==> config.mk <==
export PLATFORM = sky130hd
export DESIGN_NAME = pgi_top
export DESIGN_NICKNAME = d
export VERILOG_FILES = /design/src/rtl/pgi_pkg.sv /design/src/rtl/pgi_irq_if.sv /design/src/rtl/pgi_top.sv /design/src/rtl/pgi_irq_core.sv
export SDC_FILE = /design/constraint.sdc
export NUM_CORES = 1
export LEC_CHECK = 0
export BUFFER_PORTS_ARGS = -buffer_cell sky130_fd_sc_hd__buf_2
export CAP_MARGIN = 20
export CORE_UTILIZATION = 47
export DETAILED_ROUTE_END_ITERATION = 12
export PLACE_DENSITY = 0.83
export SLEW_MARGIN = 10
export SYNTH_ARGS = -nofsm -noshare
export SYNTH_HDL_FRONTEND = slang
export SYNTH_SLANG_ARGS = --single-unit
==> constraint.sdc <==
create_clock -name clk -period 2.93 [get_ports clk]
set_clock_uncertainty 0.05 [all_clocks]
set_input_delay 0.1465 -clock clk [delete_from_list [all_inputs] [get_ports clk]]
set_output_delay 0.1465 -clock clk [all_outputs]
set_load 0.01 [all_outputs]
==> src/rtl/pgi_pkg.sv <==
package pgi_pkg;

    // ------------------------------------------------------------
    // Bus geometry
    // ------------------------------------------------------------
    localparam int          ADDR_W          = 8;        // Byte address width
    localparam int          DATA_W          = 32;       // Register width
    localparam int          NSRC            = 4;        // Fault plus three generators
    localparam int          NGEN            = 3;        // Generator sources

    // ------------------------------------------------------------
    // Register byte offsets
    // ------------------------------------------------------------
    localparam logic [7:0]  OFF_EN_SET      = 8'h14;    // Write-one-to-enable
    localparam logic [7:0]  OFF_EN_CLR      = 8'h18;    // Write-one-to-disable
    localparam logic [7:0]  OFF_MASK_VIEW   = 8'h1C;    // Mask state, read only
    localparam logic [7:0]  OFF_RAW_VIEW    = 8'h20;    // Raw sources, read only
    localparam logic [7:0]  OFF_STAT_CLR    = 8'h24;    // Pending, write one to clear
    localparam logic [7:0]  OFF_FAULT_LVL   = 8'h28;    // Fault level, write one forces

    // ------------------------------------------------------------
    // Field positions and reset values
    // ------------------------------------------------------------
    localparam int          BIT_FAULT       = 8;        // Fault bit in event registers
    localparam int          BIT_LEVEL       = 0;        // Level bit in fault register
    localparam int          SRC_FAULT       = 3;        // Fault index in source vector
    localparam logic [3:0]  MASK_RST        = 4'h0;     // All sources masked
    localparam logic [31:0] RESERVED_VAL    = 32'h0;    // Reserved bits read zero

    // ------------------------------------------------------------
    // Bus responses
    // ------------------------------------------------------------
    localparam logic [1:0]  RESP_OKAY       = 2'h0;
    localparam logic [1:0]  RESP_SLVERR     = 2'h2;

    // Source vector {fault, gen2, gen1, gen0} placed into register layout
    function automatic logic [31:0] src_to_reg(input logic [3:0] src);
        logic [31:0] v;
        v                  = RESERVED_VAL;
        v[BIT_FAULT]       = src[SRC_FAULT];
        v[NGEN-1:0]        = src[NGEN-1:0];
        return v;
    endfunction : src_to_reg

    // Register layout folded back into the source vector
    function automatic logic [3:0] reg_to_src(input logic [31:0] v);
        return {v[BIT_FAULT], v[NGEN-1:0]};
    endfunction : reg_to_src

endpackage : pgi_pkg

==> src/rtl/pgi_irq_if.sv <==
interface pgi_irq_if;
    import pgi_pkg::*;

    logic [NSRC-1:0] en_set;        // One-cycle enable pulses
    logic [NSRC-1:0] en_clr;        // One-cycle disable pulses
    logic [NSRC-1:0] pend_clr;      // One-cycle clear pulses
    logic            fault_force;   // One-cycle software fault trigger
    logic [NSRC-1:0] mask;          // Current mask state
    logic [NSRC-1:0] raw;           // Raw source state
    logic [NSRC-1:0] pend;          // Masked pending state
    logic            level;         // Fault input level

    modport bus  (output en_set, en_clr, pend_clr, fault_force, input mask, raw, pend, level);
    modport core (input en_set, en_clr, pend_clr, fault_force, output mask, raw, pend, level);

endinterface : pgi_irq_if

==> src/rtl/pgi_top.sv <==
// Notes on behaviour
// (RULE1) Mask view bit 8 shows fault enable.
// (RULE2) Mask view bits 2..0 show generator enables.
// (RULE3) Raw view shows sources regardless of mask.
// (RULE4) Raw bit 8 set while fault asserting.
// (RULE5) Raw bits 2..0 follow generator requests.
// (RULE6) Fault latched until software clears it.
// (RULE7) Status bit set when source active, unmasked.
// (RULE8) Status bit 8 shows unmasked fault.
// (RULE9) Writing one to bit 8 clears fault.
// (RULE10) Writing one to bits 2..0 clears generator.
// (RULE11) Generator status bit summarises generator status.
// (RULE12) Fault level reads input; writing one forces fault.
// (RULE13) Reserved bits reset and read zero.
// (RULE14) Enable register write one sets mask.
// (RULE15) Disable register write one clears mask.
// (RULE16) Interrupt high while any status bit set.
// (RULE17) Zero writes and read-only writes do nothing.
module pgi_top (
    input  wire logic                         clk,
    input  wire logic                         reset_n,
    // AXI4-Lite write address
    input  wire logic                         s_axi_awvalid,
    output logic                              s_axi_awready,
    input  wire logic [pgi_pkg::ADDR_W-1:0]   s_axi_awaddr,
    // AXI4-Lite write data
    input  wire logic                         s_axi_wvalid,
    output logic                              s_axi_wready,
    input  wire logic [pgi_pkg::DATA_W-1:0]   s_axi_wdata,
    input  wire logic [3:0]                   s_axi_wstrb,
    // AXI4-Lite write response
    output logic                              s_axi_bvalid,
    input  wire logic                         s_axi_bready,
    output logic [1:0]                        s_axi_bresp,
    // AXI4-Lite read address
    input  wire logic                         s_axi_arvalid,
    output logic                              s_axi_arready,
    input  wire logic [pgi_pkg::ADDR_W-1:0]   s_axi_araddr,
    // AXI4-Lite read data
    output logic                              s_axi_rvalid,
    input  wire logic                         s_axi_rready,
    output logic [pgi_pkg::DATA_W-1:0]        s_axi_rdata,
    output logic [1:0]                        s_axi_rresp,
    // Event sources
    input  wire logic [pgi_pkg::NGEN-1:0]     gen_irq,
    input  wire logic                         fault_in,
    // Results
    output logic                              irq,
    output logic [pgi_pkg::NGEN-1:0]          gen_irq_clear,
    output logic                              fault_active
);
    import pgi_pkg::*;

    // ------------------------------------------------------------
    // Types
    // ------------------------------------------------------------
    // Write side: gather address and data, then answer
    typedef enum logic [0:0] {
        WS_COLLECT = 1'b0,                    // Waiting for address and data
        WS_RESP    = 1'b1                     // Response offered
    } pgi_wst_t;

    // Read side: idle or holding data
    typedef enum logic [0:0] {
        RS_IDLE    = 1'b0,                    // Ready for an address
        RS_DATA    = 1'b1                     // Data offered
    } pgi_rst_t;

    // Whole bus-side state
    typedef struct packed {
        pgi_wst_t           wst;              // Write phase
        logic               aw_got;           // Address captured
        logic               w_got;            // Data captured
        logic [ADDR_W-1:0]  awaddr;           // Captured address
        logic [DATA_W-1:0]  wdata;            // Captured data
        logic [3:0]         wstrb;            // Captured strobes
        logic [1:0]         bresp;            // Write answer
        pgi_rst_t           rst;              // Read phase
        logic [DATA_W-1:0]  rdata;            // Read data
        logic [1:0]         rresp;            // Read answer
    } pgi_axi_t;

    // ------------------------------------------------------------
    // Declarations
    // ------------------------------------------------------------
    pgi_axi_t           state_reg;            // Registered bus state
    pgi_axi_t           state_next;           // Next bus state
    pgi_irq_if          ctl ();               // Link to the event core
    logic               aw_take;              // Address handshake now
    logic               w_take;               // Data handshake now
    logic               have_aw;              // Address available
    logic               have_w;               // Data available
    logic [ADDR_W-1:0]  eff_addr;             // Address of this write
    logic [DATA_W-1:0]  eff_data;             // Data of this write
    logic [3:0]         eff_strb;             // Strobes of this write
    logic [DATA_W-1:0]  wbits;                // Data after lane masking
    logic [NSRC-1:0]    wsrc;                 // Data in source order

    // ------------------------------------------------------------
    // Helpers
    // ------------------------------------------------------------
    // Word match, ignoring the byte lane bits
    function automatic logic hit(input logic [ADDR_W-1:0] a, input logic [7:0] off);
        return a[ADDR_W-1:2] == off[ADDR_W-1:2];
    endfunction : hit

    // Byte strobes expanded to a bit mask
    function automatic logic [DATA_W-1:0] lanes(input logic [3:0] s);
        logic [DATA_W-1:0] m;
        m = '0;
        for (int i = 0; i < 4; i++) begin
            m[i*8 +: 8] = {8{s[i]}};
        end
        return m;
    endfunction : lanes

    // Answer for an address: every defined register is OKAY
    function automatic logic [1:0] resp_of(input logic [ADDR_W-1:0] a);
        logic ok;
        ok = hit(a, OFF_EN_SET) | hit(a, OFF_EN_CLR) | hit(a, OFF_MASK_VIEW) |
             hit(a, OFF_RAW_VIEW) | hit(a, OFF_STAT_CLR) | hit(a, OFF_FAULT_LVL);
        return ok ? RESP_OKAY : RESP_SLVERR;
    endfunction : resp_of

    // ------------------------------------------------------------
    // Handshake outputs
    // ------------------------------------------------------------
    // Write address and write data are held off while a response is pending,
    // so at most one write is in flight
    always_comb begin
        s_axi_awready = (state_reg.wst == WS_COLLECT) && !state_reg.aw_got;
        s_axi_wready  = (state_reg.wst == WS_COLLECT) && !state_reg.w_got;
        s_axi_bvalid  = (state_reg.wst == WS_RESP);
        s_axi_arready = (state_reg.rst == RS_IDLE);
        s_axi_rvalid  = (state_reg.rst == RS_DATA);
    end

    assign s_axi_bresp = state_reg.bresp;
    assign s_axi_rdata = state_reg.rdata;
    assign s_axi_rresp = state_reg.rresp;

    // ------------------------------------------------------------
    // Write path
    // ------------------------------------------------------------
    // Address and data may come in either order or together;
    // the register effect lands on the edge where the second arrives
    always_comb begin
        aw_take  = s_axi_awvalid && s_axi_awready;
        w_take   = s_axi_wvalid && s_axi_wready;
        have_aw  = state_reg.aw_got || aw_take;
        have_w   = state_reg.w_got || w_take;
        eff_addr = state_reg.aw_got ? state_reg.awaddr : s_axi_awaddr;
        eff_data = state_reg.w_got ? state_reg.wdata : s_axi_wdata;
        eff_strb = state_reg.w_got ? state_reg.wstrb : s_axi_wstrb;
        // Unstrobed lanes carry no ones, so they change nothing
        wbits    = eff_data & lanes(eff_strb);
        wsrc     = reg_to_src(wbits);                    // Reserved bits dropped [RULE13]
    end

    // ------------------------------------------------------------
    // Next state and pulses toward the core
    // ------------------------------------------------------------
    always_comb begin
        state_next      = state_reg;
        ctl.en_set      = '0;
        ctl.en_clr      = '0;
        ctl.pend_clr    = '0;
        ctl.fault_force = 1'b0;
        case (state_reg.wst)
            WS_COLLECT: begin
                // Hold whichever half arrives first
                if (aw_take) begin
                    state_next.aw_got = 1'b1;
                    state_next.awaddr = s_axi_awaddr;
                end
                if (w_take) begin
                    state_next.w_got = 1'b1;
                    state_next.wdata = s_axi_wdata;
                    state_next.wstrb = s_axi_wstrb;
                end
                // Both halves present: perform the write once
                if (have_aw && have_w) begin
                    state_next.aw_got = 1'b0;
                    state_next.w_got  = 1'b0;
                    state_next.wst    = WS_RESP;
                    state_next.bresp  = resp_of(eff_addr);
                    // Only ones act; zeros leave state alone
                    if (hit(eff_addr, OFF_EN_SET)) begin
                        ctl.en_set = wsrc;                          // [RULE14] [RULE17]
                    end else if (hit(eff_addr, OFF_EN_CLR)) begin
                        ctl.en_clr = wsrc;                          // [RULE15] [RULE17]
                    end else if (hit(eff_addr, OFF_STAT_CLR)) begin
                        ctl.pend_clr = wsrc;                        // [RULE9] [RULE10] [RULE17]
                    end else if (hit(eff_addr, OFF_FAULT_LVL)) begin
                        ctl.fault_force = wbits[BIT_LEVEL];         // [RULE12]
                    end else begin
                        // Views and unmapped words: no effect
                        ctl.fault_force = 1'b0;                     // [RULE17]
                    end
                end
            end
            WS_RESP: begin
                // Response stands until the master takes it
                if (s_axi_bready) begin
                    state_next.wst = WS_COLLECT;
                end
            end
            default: begin
                state_next.wst = WS_COLLECT;
            end
        endcase

        case (state_reg.rst)
            RS_IDLE: begin
                // Capture the word on the address edge
                if (s_axi_arvalid) begin
                    state_next.rst   = RS_DATA;
                    state_next.rresp = resp_of(s_axi_araddr);
                    if (hit(s_axi_araddr, OFF_MASK_VIEW)) begin
                        state_next.rdata = src_to_reg(ctl.mask);   // [RULE1] [RULE2]
                    end else if (hit(s_axi_araddr, OFF_RAW_VIEW)) begin
                        state_next.rdata = src_to_reg(ctl.raw);    // [RULE3]
                    end else if (hit(s_axi_araddr, OFF_STAT_CLR)) begin
                        state_next.rdata = src_to_reg(ctl.pend);   // [RULE7] [RULE11]
                    end else if (hit(s_axi_araddr, OFF_FAULT_LVL)) begin
                        state_next.rdata = RESERVED_VAL;            // [RULE13]
                        state_next.rdata[BIT_LEVEL] = ctl.level;    // [RULE12]
                    end else begin
                        // Write-only and unmapped words read zero
                        state_next.rdata = RESERVED_VAL;            // [RULE13]
                    end
                end
            end
            RS_DATA: begin
                // Data stands until the master takes it
                if (s_axi_rready) begin
                    state_next.rst = RS_IDLE;
                end
            end
            default: begin
                state_next.rst = RS_IDLE;
            end
        endcase
    end

    // ------------------------------------------------------------
    // Bus state register
    // ------------------------------------------------------------
    always_ff @(posedge clk or negedge reset_n) begin
        if (!reset_n) begin
            state_reg <= '{
                wst:    WS_COLLECT,
                aw_got: 1'b0,
                w_got:  1'b0,
                awaddr: '0,
                wdata:  '0,
                wstrb:  4'h0,
                bresp:  RESP_OKAY,
                rst:    RS_IDLE,
                rdata:  RESERVED_VAL,
                rresp:  RESP_OKAY
            };
        end else begin
            state_reg <= state_next;
        end
    end

    // ------------------------------------------------------------
    // Event core
    // ------------------------------------------------------------
    // Mask, fault latch and interrupt line live in the core;
    // this module only decodes the bus
    pgi_irq_core u_core (
        .clk           (clk),
        .reset_n       (reset_n),
        .gen_irq       (gen_irq),
        .fault_in      (fault_in),
        .ctl           (ctl.core),
        .irq           (irq),
        .gen_irq_clear (gen_irq_clear),
        .fault_active  (fault_active)
    );

endmodule : pgi_top

==> src/rtl/pgi_irq_core.sv <==
module pgi_irq_core (
    input  wire logic                 clk,
    input  wire logic                 reset_n,
    input  wire logic [pgi_pkg::NGEN-1:0] gen_irq,
    input  wire logic                 fault_in,
    pgi_irq_if.core                   ctl,
    output logic                      irq,
    output logic [pgi_pkg::NGEN-1:0]  gen_irq_clear,
    output logic                      fault_active
);
    import pgi_pkg::*;

    // ------------------------------------------------------------
    // State
    // ------------------------------------------------------------
    typedef struct packed {
        logic [NSRC-1:0] mask;        // Enable state per source
        logic            fault_latch; // Held fault event
        logic            irq;         // Registered interrupt line
        logic [NGEN-1:0] gen_clr;     // Clear pulses toward generators
    } pgi_core_t;

    pgi_core_t state_reg;             // Registered state
    pgi_core_t state_next;            // Next state
    logic      fault_event;           // Pin or software fault this cycle
    logic [NSRC-1:0] pend_now;        // Pending from current state

    // ------------------------------------------------------------
    // Next state
    // ------------------------------------------------------------
    always_comb begin
        state_next  = state_reg;
        fault_event = fault_in | ctl.fault_force;                        // [RULE12]
        // Set and clear come from distinct registers, so never together
        state_next.mask = (state_reg.mask | ctl.en_set) & ~ctl.en_clr;   // [RULE14] [RULE15]
        // A fault arriving with the clear wins, so no event is lost
        state_next.fault_latch = fault_event |
                                 (state_reg.fault_latch & ~ctl.pend_clr[SRC_FAULT]); // [RULE6] [RULE9]
        // Generator status lives in the generator; forward the clear
        state_next.gen_clr = ctl.pend_clr[NGEN-1:0];                     // [RULE10] [RULE11]
        pend_now = {state_reg.fault_latch, gen_irq} & state_reg.mask;    // [RULE7] [RULE16]
        state_next.irq = |pend_now;                                      // [RULE16]
    end

    // ------------------------------------------------------------
    // Registers
    // ------------------------------------------------------------
    always_ff @(posedge clk or negedge reset_n) begin
        if (!reset_n) begin
            state_reg <= '{mask: MASK_RST, fault_latch: 1'b0, irq: 1'b0, gen_clr: '0};
        end else begin
            state_reg <= state_next;
        end
    end

    // ------------------------------------------------------------
    // Views and outputs
    // ------------------------------------------------------------
    assign ctl.mask      = state_reg.mask;                                     // [RULE1] [RULE2]
    assign ctl.raw       = {state_reg.fault_latch | fault_in, gen_irq};        // [RULE3] [RULE4] [RULE5]
    assign ctl.pend      = pend_now;                                           // [RULE8]
    assign ctl.level     = fault_in;                                           // [RULE12]
    assign irq           = state_reg.irq;
    assign gen_irq_clear = state_reg.gen_clr;
    assign fault_active  = state_reg.fault_latch;

endmodule : pgi_irq_core

==> flow_summary_export.csv, run 1 <==
group,metric,value,unit
logic_synthesis,synth_cell_types,41,
die,die_height,64.86,um
power_and_ir_drop,p_leak,1.017,nW
run,max-cap-violations,0,
placed_design,detailedPlacementHpwl,2.527,mm
logic_synthesis,synth_enable_flop_cells,0,
logic_synthesis,mapped_cells,190,
power_and_ir_drop,vdd_drop_max,0.5978,mV
logic_synthesis,async_reset_ff_share,100.0,%
logic_synthesis,ys_flop_type,"sky130_fd_sc_hd__dfrtp_1",
detailed_routing,route.detailed.wl_per_inst,11.83,um
logic_synthesis,seq_cells_post_synth,31,
power_and_ir_drop,power_frac_clock,28.8,%
detailed_routing,iteration_0_drc_count_of_the_detailed_router,46,
hold_path,worstHoldStart,"s_axi_awaddr[4]",
die,die-area,4206,um2
sta,setup_violations,0,
sta,finalSetupTns,0,ps
setup_path,ff2ff_setup_slack,1090,ps
global_route,grt_overflow,0,
die,cell_row_count,22,
global_route,initial_antenna_violation_count,0,
die,ios,109,
clock_network,clock_tree.buffer_depth,2,
global_route,gr-usage-all-layers,16.57,%
clock_network,root_driver,"sky130_fd_sc_hd__clkbuf_8",
hold_path,hold-path-endpoint,"state_reg[77]$_DFFE_PN0P_",
detailed_routing,vias,1409,
placed_design,dp_slack,1149,ps
setup_path,cp_slowest_cell,"sky130_fd_sc_hd__dfrtp_1",
sta,maxClockFrequency,0.5443,GHz
global_route,global_route_wire_length_before_repair,5.423,mm
setup_path,critical_path.startpoint_type,"flop",
logic_synthesis,syn-cell-area,1857,um2
clock_network,postCtsSetupBuffers,0,
sta,ratio_of_final_minimum_period_to_clock_period,62.70,%
placed_design,place.gp.congestion,0.8055,
global_route,pin_count_of_the_biggest_net_entering_global_routing,32,
setup_path,largest_fanout_on_the_critical_path,16,
clock_network,clock_latency,280,ps
detailed_routing,routed-wl-met3,224,um
power_and_ir_drop,cellInternalPower,1.157,mW
logic_synthesis,synthTopCellsByArea,"sky130_fd_sc_hd__dfrtp_1 42%, sky130_fd_sc_hd__buf_4 15%, sky130_fd_sc_hd__mux2_2 6.1%, sky130_fd_sc_hd__o21ai_0 3.8%, sky130_fd_sc_hd__nand2_1 3.2%",
setup_path,critical_path_arrival,1930,ps
die,floorplan.die.width,64.86,um
detailed_routing,via_per_inst,5.014,
setup_path,required,3020,ps
setup_path,critPathMaxStageDelay,690,ps
detailed_routing,detailedRoute.firstPassIterationCount,4,
finish,n_fill_cell,349,
detailed_routing,totalWireLength,3.324,mm
hold_path,hold_depth,3,
sta,rsz0062_at_grt,"false",
detailed_routing,route.detailed.drc,0,
power_and_ir_drop,switching_share,32.85,%
clock_network,tritoncts_num_sinks,31,
setup_path,critical_path.endpoint_type,"flop",
status,status,"completed",
power_and_ir_drop,comb_power_share,29.9,%
finish,largest_register_ff_count,14,
logic_synthesis,yosys.area.top_type_share,41.78,%
clock_network,ctsHtreeMaxLevel,2,
setup_path,r2r_cells,4,
detailed_routing,met1_wire_length,1.473,mm
setup_path,worst-setup-path-type,"reg2reg",
die,initial_cell_density_of_the_core,49.97,%
setup_path,worst_r2r_startpoint,"state_reg[82]$_DFFE_PN0P_",
clock_network,cts_clock_pin_slew_for_the_worst_setup_and_hold_paths,70,ps
global_route,grt_pass1_vias,1279,
logic_synthesis,seq_total_area_yosys,41.78,%
sta,count_of_final_hold_check_violations,0,
detailed_routing,ant_nets,0,
finish,finalNetCount,295,
clock_network,numCtsBuffers,5,
die,fp.coreArea,3716,um2
sta,period_needed,1837,ps
setup_path,cp_cell_sequence,"nor3b_2, o221a_2, and3b_1, a21oi_1",
clock_network,cts_tree,"built",
setup_path,regToRegEndpoint,"u_core.ctl.mask[1]$_DFF_PN0_",
power_and_ir_drop,power.share.sequential,41.3,%
sta,worst_slew_margin_rel,55.15,%
detailed_routing,highest-signal-layer,"met4",
sta,worst-slew-pin-transition,672.7,ps
finish,areaGrowthSynthToFinish,13.28,%
logic_synthesis,avgSynthCellArea,9.773,um2
hold_path,hold_path.class,"in2reg",
power_and_ir_drop,total_switching_power,566.2,uW
finish,layout-drive-gt1-share,29.61,%
sta,report.final.slew_viol_count,0,
placed_design,portBuffers,44,
logic_synthesis,synth_top_cell_by_area,"sky130_fd_sc_hd__dfrtp_1",
power_and_ir_drop,cellPowerDensity,819.5,nW/um2
detailed_routing,wl_met2,1.600,mm
finish,antennaDiodeCount,0,
logic_synthesis,yosysWarnings,0,
sta,final_critical_path_setup_slack,1093,ps
## cell type report
class / count / area, um2 / area share, %
Inverter: 8 / 30.03 / 1.428
Clock buffer: 6 / 72.57 / 3.450
Tap cell: 48 / 60.06 / 2.855
Clock inverter: 2 / 60.06 / 2.855
Sequential cell: 31 / 775.7 / 36.88
Timing Repair Buffer: 47 / 250.2 / 11.90
Multi-Input combinational cell: 139 / 854.6 / 40.63
## worst max path at each step
stage | startpoint | endpoint | slack (ps) | cells past startpoint
detailed placement | state_reg[82]$_DFFE_PN0P_ | u_core.ctl.mask[1]$_DFF_PN0_ | 1150 | 4
finish | state_reg[82]$_DFFE_PN0P_ | u_core.ctl.mask[1]$_DFF_PN0_ | 1090 | 4
floorplan | state_reg[82]$_DFFE_PN0P_ | s_axi_bresp[1]$_DFFE_PN0P_ | 1450 | 4
global route | state_reg[82]$_DFFE_PN0P_ | u_core.ctl.mask[0]$_DFF_PN0_ | 990 | 4
global placement | state_reg[82]$_DFFE_PN0P_ | u_core.ctl.mask[1]$_DFF_PN0_ | 1160 | 4
CTS | state_reg[82]$_DFFE_PN0P_ | u_core.ctl.mask[1]$_DFF_PN0_ | 1130 | 4
## layer usage
metal	track usage [%]	vias to the layer above
met5	0	-
met4	4.722	0
met3	4.401	3
met2	27.86	60
met1	20.69	654
li1	-	692
## kinds of logic (layout without fill, tap and decap cells)
logic type / count (synthesis) / count (layout) / synth area share, %
buf+inv: 49 / 63 / 18.06
mux: 11 / 11 / 6.604
other cells: 1 / 30 / 0.2020
simple gates: 52 / 52 / 14.96
compound gates: 46 / 46 / 18.40
flops: 31 / 31 / 41.78
## stage by stage
| step | hold WS (ps) | cells | util [%] | cell area, um2 | power, mW |
|---|---|---|---|---|---|
| 3_5_place_dp | 177.8 | 270 | 52.22 | 1941 | 1.231 |
| 2_1_floorplan | -199.1 | 219 | - | 1966 | 1.144 |
| 4_1_cts | 39.87 | 281 | 56.60 | 2103 | 1.734 |
| 5_1_grt | 62.63 | 281 | 56.60 | 2103 | 1.836 |
| 3_3_place_gp | 170.9 | 270 | 52.22 | 1941 | 1.209 |
| 6_report | 45.49 | 281 | 56.60 | 2103 | 1.724 |
## synth_stat cells, types with 2 or more instances
cell,n
sky130_fd_sc_hd__buf_4,36
sky130_fd_sc_hd__dfrtp_1,31
sky130_fd_sc_hd__nand2_1,16
sky130_fd_sc_hd__o21ai_0,14
sky130_fd_sc_hd__mux2_2,10
sky130_fd_sc_hd__inv_1,8
sky130_fd_sc_hd__nand3_1,8
sky130_fd_sc_hd__nor2_1,8
sky130_fd_sc_hd__a21oi_1,7
sky130_fd_sc_hd__nor2b_1,7
sky130_fd_sc_hd__a41oi_1,4
sky130_fd_sc_hd__nand2b_1,4
sky130_fd_sc_hd__a22oi_1,3
sky130_fd_sc_hd__a32oi_1,3
sky130_fd_sc_hd__buf_6,2
sky130_fd_sc_hd__nor3_1,2
sky130_fd_sc_hd__nor3b_2,2
sky130_fd_sc_hd__o22ai_1,2
## power groups by stage
stage,logic (mW),clock network (mW),registers [mW]
2_1_floorplan,0.485,0,0.659
3_3_place_gp,0.498,0,0.711
3_5_place_dp,0.512,0,0.719
4_1_cts,0.517,0.507,0.711
5_1_grt,0.573,0.527,0.736
6_report,0.515,0.497,0.712
## cells in the final DEF (no fill, tap or decap), types with 2 or more instances in the layout
| master | n |
|---|---|
| sky130_fd_sc_hd__buf_2 | 44 |
| sky130_fd_sc_hd__dfrtp_1 | 31 |
| sky130_fd_sc_hd__conb_1 | 30 |
| sky130_fd_sc_hd__nand2_1 | 16 |
| sky130_fd_sc_hd__o21ai_0 | 14 |
| sky130_fd_sc_hd__mux2_2 | 10 |
| sky130_fd_sc_hd__inv_1 | 8 |
| sky130_fd_sc_hd__nor2_1 | 8 |
| sky130_fd_sc_hd__nand3_1 | 8 |
| sky130_fd_sc_hd__nor2b_1 | 7 |
| sky130_fd_sc_hd__a21oi_1 | 7 |
| sky130_fd_sc_hd__clkbuf_8 | 5 |
| sky130_fd_sc_hd__nand2b_1 | 4 |
| sky130_fd_sc_hd__a41oi_1 | 4 |
| sky130_fd_sc_hd__a32oi_1 | 3 |
| sky130_fd_sc_hd__a22oi_1 | 3 |
| sky130_fd_sc_hd__dlygate4sd3_1 | 3 |
| sky130_fd_sc_hd__nor3b_2 | 2 |
| sky130_fd_sc_hd__nor3_1 | 2 |
| sky130_fd_sc_hd__o22ai_1 | 2 |
| sky130_fd_sc_hd__bufinv_16 | 2 |
## critical path, delay by kind of cell (launching register included)
family	cells	cell delay, ps
DFF	1	690
and+or+nand+nor	2	550
AOI/OAI and AO/OA	2	400
## timing repair
item                                   4_1_cts  5_1_grt
gates resized for setup                      0        0
endpoints found under the hold margin       33        0
hold buffers                                 3        0
(Power assumes the default switching activity.)
==> run 2, diff against run 1 <==
ABC_AREA = 1   (was not set)
CORE_UTILIZATION = 45   (was 47)
PLACE_DENSITY = 0.78   (was 0.83)
clock period = 1.8 ns   (was 2.93 ns; I/O delays follow)
==> run 2 against run 1 <==
Register-to-register slack worse by 840 ps. Synthesized cell count is 42% higher. Largest power group is now combinational cells. Sequential cell count stayed put. Sequential power is 60% higher. Die area is 14% higher. Non-clock buffer count is 4 higher.
==> flow_summary_export.csv, run 2 <==
group,metric,value,unit
status,status,"completed",
sta,worst_slew_margin_rel,53.82,%
sta,worst-slew-pin-transition,692.7,ps
hold_path,hold_depth,2,
sta,rsz0062_at_grt,"false",
clock_network,post_cts.resized_instances,0,
detailed_routing,route.detailed.wl_per_inst,9.973,um
power_and_ir_drop,cellPowerDensity,1274,nW/um2
clock_network,numCtsBuffers,5,
setup_path,regToRegEndpoint,"u_core.gen_irq_clear[0]$_DFF_PN0_",
setup_path,required,1940,ps
placed_design,placed_cell_area,2158,um2
die,floorplan.die.width,69.30,um
setup_path,critical_path_arrival,1680,ps
finish,largest_register_ff_count,14,
logic_synthesis,yosys.cell_count.top_type,"sky130_fd_sc_hd__nand2_1",
die,die-area,4802,um2
logic_synthesis,synth_cell_types,26,
placed_design,place.gp.congestion,0.7991,
power_and_ir_drop,vdd_drop_max,0.6812,mV
logic_synthesis,synth_enable_flop_cells,0,
logic_synthesis,avgSynthCellArea,7.577,um2
clock_network,post_cts_hold_buffer_count,5,
sta,count_of_final_hold_check_violations,0,
setup_path,ff2ff_setup_slack,250,ps
sta,setup_violations,0,
sta,ratio_of_final_minimum_period_to_clock_period,85.91,%
sta,period_needed,1546,ps
detailed_routing,totalWireLength,3.700,mm
clock_network,clock_tree.buffer_depth,2,
clock_network,ctsHtreeMaxLevel,2,
clock_network,cts_tree,"built",
clock_network,clock_latency,280,ps
finish,antennaDiodeCount,0,
detailed_routing,ant_nets,0,
finish,finalNetCount,381,
logic_synthesis,synth.top_cells.by_count,"68 x sky130_fd_sc_hd__nand2_1, 39 x sky130_fd_sc_hd__inv_1, 37 x sky130_fd_sc_hd__buf_4",
logic_synthesis,synth_top_cell_by_area,"sky130_fd_sc_hd__dfrtp_1",
finish,most-common-layout-cells,"68 x sky130_fd_sc_hd__nand2_1, 44 x sky130_fd_sc_hd__buf_2, 39 x sky130_fd_sc_hd__inv_1",
clock_network,tritoncts_num_sinks,31,
sta,finalSetupTns,0,ps
logic_synthesis,seq_total_area_yosys,38.06,%
sta,report.final.slew_viol_count,0,
global_route,pin_count_of_the_biggest_net_entering_global_routing,32,
logic_synthesis,async_reset_ff_share,100.0,%
placed_design,detailedPlacementHpwl,2.875,mm
setup_path,worst-setup-path-type,"reg2reg",
clock_network,cts_clock_pin_slew_for_the_worst_setup_and_hold_paths,60,ps
finish,final_common_cell,"sky130_fd_sc_hd__nand2_1",
sta,maxClockFrequency,0.6466,GHz
logic_synthesis,syn-cell-area,2038,um2
placed_design,portBuffers,44,
run,max-cap-violations,0,
finish,final_design_area_no_fill,2290,um2
logic_synthesis,yosysWarnings,0,
global_route,global_route_wire_length_before_repair,6.492,mm
detailed_routing,vias,1706,
setup_path,worst_r2r_startpoint,"state_reg[82]$_DFFE_PN0P_",
die,die_height,69.30,um
logic_synthesis,synthTopCellsByArea,"sky130_fd_sc_hd__dfrtp_1 38%, sky130_fd_sc_hd__buf_4 14%, sky130_fd_sc_hd__nand2_1 13%, sky130_fd_sc_hd__inv_1 7.2%, sky130_fd_sc_hd__o21ai_0 4.9%",
setup_path,critical_path.endpoint_type,"flop",
die,ios,109,
setup_path,largest_fanout_on_the_critical_path,9,
hold_path,worstHoldStart,"s_axi_awaddr[5]",
die,cell_row_count,24,
global_route,initial_antenna_violation_count,0,
clock_network,postCtsSetupBuffers,0,
hold_path,hold_path.class,"in2reg",
sta,holdWs,13.33,ps
hold_path,hold-path-endpoint,"state_reg[78]$_DFFE_PN0P_",
setup_path,r2r_cells,5,
global_route,grt_overflow,0,
die,initial_cell_density_of_the_core,46.81,%
global_route,gr-usage-all-layers,16.74,%
detailed_routing,detailedRoute.firstPassIterationCount,4,
finish,areaGrowthSynthToFinish,12.34,%
die,fp.coreArea,4354,um2
clock_network,root_driver,"sky130_fd_sc_hd__clkbuf_8",
detailed_routing,via_per_inst,4.598,
logic_synthesis,mapped_cells,269,
logic_synthesis,seq_cells_post_synth,31,
detailed_routing,route.detailed.drc,0,
power_and_ir_drop,p_leak,1.272,nW
logic_synthesis,yosys.area.top_type_share,38.06,%
logic_synthesis,ys_flop_type,"sky130_fd_sc_hd__dfrtp_1",
setup_path,critical_path.startpoint_type,"flop",
detailed_routing,iteration_0_drc_count_of_the_detailed_router,138,
finish,n_fill_cell,416,
global_route,grt_pass1_vias,1492,
finish,layout-drive-gt1-share,24.45,%
[run 2: cell types whose count changed in the layout (fill, tap and decap cells not counted), sizes merged, moves of 7 or more]
cell	change
nand4	+10
nand2	+56
nor2b	-7
nor2	+14
o21ai	+7
inv	+35
[run 2: cells by family (layout without fill, tap and decap cells)]
group	after synthesis	after routing	share of synthesized area, %
simple gates	121	121	27.75
buf+inv	82	103	22.53
flops	31	31	38.06
compound gates	30	30	9.270
mux	4	4	2.210
other cells	1	30	0.1840
[run 2: metrics by stage]
stage / util [%] / setup WS, ps / power [mW] / cells
2_1_floorplan: - / 396.2 / 2.198 / 298
3_3_place_gp: 49.57 / 322.6 / 2.374 / 358
3_5_place_dp: 49.57 / 273.7 / 2.420 / 358
4_1_cts: 52.59 / 256.2 / 2.948 / 371
5_1_grt: 52.59 / 135.5 / 3.188 / 371
6_report: 52.59 / 253.6 / 2.918 / 371
[run 2: final cells by class]
class                      count  area [um2]  area share [%]
clock buffer                   7       76.32           3.333
clock inverter                 1       5.005          0.2186
inverter                      44       170.2           7.432
multi-input combinational    185       912.1           39.84
sequential                    31       775.7           33.88
tap                           52       65.06           2.842
timing repair buffer          51       285.3           12.46
[run 2: how the worst max path moves through the flow]
| stage | slack (ps) | start | cells past startpoint | endpoint |
|---|---|---|---|---|
| floorplan | 400 | state_reg[81]$_DFFE_PN0P_ | 4 | state_reg[37]$_DFFE_PN0P_ |
| global placement | 320 | state_reg[82]$_DFFE_PN0P_ | 7 | s_axi_bresp[1]$_DFFE_PN0P_ |
| detailed placement | 270 | state_reg[82]$_DFFE_PN0P_ | 5 | u_core.gen_irq_clear[0]$_DFF_PN0_ |
| CTS | 260 | state_reg[82]$_DFFE_PN0P_ | 5 | u_core.gen_irq_clear[0]$_DFF_PN0_ |
| global route | 140 | state_reg[82]$_DFFE_PN0P_ | 9 | u_core.ctl.mask[2]$_DFF_PN0_ |
| finish | 250 | state_reg[82]$_DFFE_PN0P_ | 5 | u_core.gen_irq_clear[0]$_DFF_PN0_ |
[run 2: worst max-delay path, cell delays in order (launching register included)]
cell and delay [ps]:
sky130_fd_sc_hd__dfrtp_1 530, sky130_fd_sc_hd__buf_4 200, sky130_fd_sc_hd__a21oi_4 40, sky130_fd_sc_hd__nor3_4 310, sky130_fd_sc_hd__nand3_2 170, sky130_fd_sc_hd__nor3_2 160
[run 2: power breakdown]
| part | internal, mW | total, mW | leakage, nW | switching (mW) |
|---|---|---|---|---|
| Combinational | 0.471 | 1.28 | 0.866 | 0.805 |
| Clock | 0.270 | 0.505 | 0.0422 | 0.234 |
| Sequential | 0.936 | 1.14 | 0.364 | 0.202 |
[run 2: per-layer routing]
layer	up-vias	routed length (um)	global-route usage (%)	part of all wire (%)
met5	-	0	0	0
met4	0	58	4.762	1.6
met3	8	223	4.797	6.0
met2	64	1778	28.05	48
met1	762	1640	21.02	44
li1	872	-	-	-
==> run 3, diff against run 2 <==
CORE_UTILIZATION = 49   (was 45)
PLACE_DENSITY = 0.84   (was 0.78)
clock period = 2 ns   (was 1.8 ns; I/O delays follow)
==> run 3 against run 2 <==
First-iteration DRC count decreased by 54%. Core utilization is 4.5 points higher. Hold slack better by 7.7 ps. Power shrank 7.8%. Design area is 0.22% lower. Global-route usage grew 1.9 points. Fmax is 4.4% lower. Sequential power shrank 9%. Critical path type unchanged. Largest cell class unchanged.
==> flow_summary_export.csv, run 3 (synthesis gave the netlist of run 2 again) <==
group,metric,value,unit
sta,rsz0062_at_grt,"false",
placed_design,portBuffers,44,
sta,holdWs,21.07,ps
clock_network,root_driver,"sky130_fd_sc_hd__clkbuf_8",
sta,setup_violations,0,
power_and_ir_drop,comb_power_share,41.1,%
power_and_ir_drop,totalPowerFinal,2.691,mW
setup_path,required,2130,ps
power_and_ir_drop,switching_share,42.27,%
finish,largest_register_ff_count,14,
finish,antennaDiodeCount,0,
setup_path,critical_path_arrival,1740,ps
sta,report.final.slew_viol_count,0,
status,status,"completed",
sta,finalSetupTns,0,ps
power_and_ir_drop,cellPowerDensity,1178,nW/um2
die,initial_cell_density_of_the_core,50.95,%
detailed_routing,via_per_inst,4.596,
clock_network,clock_tree.buffer_depth,2,
setup_path,worst-setup-path-type,"reg2reg",
setup_path,critical_path.endpoint_type,"flop",
clock_network,numCtsBuffers,5,
sta,worst-slew-pin-transition,657.2,ps
power_and_ir_drop,power_frac_clock,20.1,%
finish,layout.core_utilization,57.12,%
power_and_ir_drop,power.share.sequential,38.8,%
power_and_ir_drop,total_switching_power,1.137,mW
finish,layout-drive-gt1-share,24.68,%
detailed_routing,vias,1682,
finish,n_fill_cell,382,
clock_network,ctsHtreeMaxLevel,2,
setup_path,cp_slowest_cell,"sky130_fd_sc_hd__dfrtp_1",
setup_path,largest_fanout_on_the_critical_path,10,
global_route,gr-usage-all-layers,18.60,%
die,ios,109,
detailed_routing,route.detailed.wl_per_inst,9.926,um
power_and_ir_drop,p_leak,1.266,nW
power_and_ir_drop,vdd_drop_max,0.6820,mV
hold_path,hold_path.class,"in2reg",
sta,ratio_of_final_minimum_period_to_clock_period,80.86,%
sta,maxClockFrequency,0.6183,GHz
setup_path,critPathMaxStageDelay,590,ps
placed_design,place.gp.congestion,0.8739,
sta,worst_slew_margin_rel,56.19,%
detailed_routing,ant_nets,0,
placed_design,detailedPlacementHpwl,2.814,mm
detailed_routing,iteration_0_drc_count_of_the_detailed_router,63,
setup_path,r2r_cells,9,
die,floorplan.die.width,66.50,um
detailed_routing,detailedRoute.firstPassIterationCount,5,
clock_network,post_cts.resized_instances,0,
setup_path,critical_path.startpoint_type,"flop",
finish,finalNetCount,378,
setup_path,cp_cell_sequence,"inv_4, nand2_1, nand2_1, nor2_2, nand3_1, clkinv_1, nand4_1, nand2_1, inv_1",
global_route,grt_pass1_vias,1487,
clock_network,cts_clock_pin_slew_for_the_worst_setup_and_hold_paths,70,ps
global_route,global_route_wire_length_before_repair,6.189,mm
global_route,pin_count_of_the_biggest_net_entering_global_routing,32,
sta,count_of_final_hold_check_violations,0,
die,fp.coreArea,4000,um2
run,max-cap-violations,0,
clock_network,postCtsSetupBuffers,0,
global_route,initial_antenna_violation_count,0,
detailed_routing,route.detailed.drc,0,
clock_network,clock_latency,280,ps
sta,period_needed,1617,ps
setup_path,path_depth,9,
clock_network,tritoncts_num_sinks,31,
hold_path,hold_depth,2,
clock_network,cts_tree,"built",
finish,areaGrowthSynthToFinish,12.09,%
finish,most-common-layout-cells,"68 x sky130_fd_sc_hd__nand2_1, 44 x sky130_fd_sc_hd__buf_2, 39 x sky130_fd_sc_hd__inv_1",
die,die_height,66.50,um
power_and_ir_drop,cellInternalPower,1.553,mW
global_route,grt_overflow,0,
setup_path,critPathBufInv,3,
setup_path,timing.critical_path.max_delay_family,"simple AND/OR/NAND/NOR gates",
detailed_routing,totalWireLength,3.633,mm
die,die-area,4422,um2
finish,final_common_cell,"sky130_fd_sc_hd__nand2_1",
die,cell_row_count,23,
setup_path,timing.critical_path.mode_cell,"sky130_fd_sc_hd__nand2_1",
==> run 3: layout make-up <==
cell class                 count  area (um2)  share of cell area [%]
clock inverter                 1       7.507                  0.3286
clock buffer                   7       96.34                   4.217
inverter                      44       170.2                   7.448
timing repair buffer          48       260.3                   11.39
multi-input combinational    185       912.1                   39.92
sequential                    31       775.7                   33.95
tap                           50       62.56                   2.738
==> run 3: through the flow <==
stage	instances	setup WS, ps	instance area, um2
after detailed placement	354	401.1	2141
final	366	382.7	2285
after global placement	354	421.2	2141
after global routing	366	253.9	2285
after CTS	366	366.3	2285
after floorplan	298	596.2	2147
==> run 3: path summary, 6_finish.rpt <==
check,from,endpoint,slack (ps)
min,s_axi_wstrb[0],state_reg[37]$_DFFE_PN0P_,20
max,state_reg[82]$_DFFE_PN0P_,u_core.ctl.mask[0]$_DFF_PN0_,380
min in group asynchronous,reset_n,s_axi_bresp[1]$_DFFE_PN0P_,330
max in group asynchronous,reset_n,u_core.ctl.mask[0]$_DFF_PN0_,1130
max reg2reg,state_reg[82]$_DFFE_PN0P_,u_core.ctl.mask[0]$_DFF_PN0_,380
min reg2reg,s_axi_rdata[0]$_DFFE_PN0P_,s_axi_rdata[0]$_DFFE_PN0P_,430
==> run 3: power by group through the flow <==
stage / sequential [mW] / combinational [mW] / clock (mW)
6_report: 1.04 / 1.11 / 0.540
2_1_floorplan: 0.977 / 1.00 / 0
3_3_place_gp: 1.04 / 1.06 / 0
4_1_cts: 1.04 / 1.11 / 0.553
3_5_place_dp: 1.06 / 1.10 / 0
5_1_grt: 1.07 / 1.28 / 0.584
==> run 3: layer usage <==
layer / wire (um) / global-route usage, %
met1: 1605 / 23.11
met2: 1793 / 30.74
met3: 188 / 4.110
met4: 46 / 8.245
met5: 0 / 0
==> run 3: what timing repair did <==
item,in CTS,in global routing
hold buffers,4,0
hold endpoints to repair,34,0
setup endpoints to repair,0,0
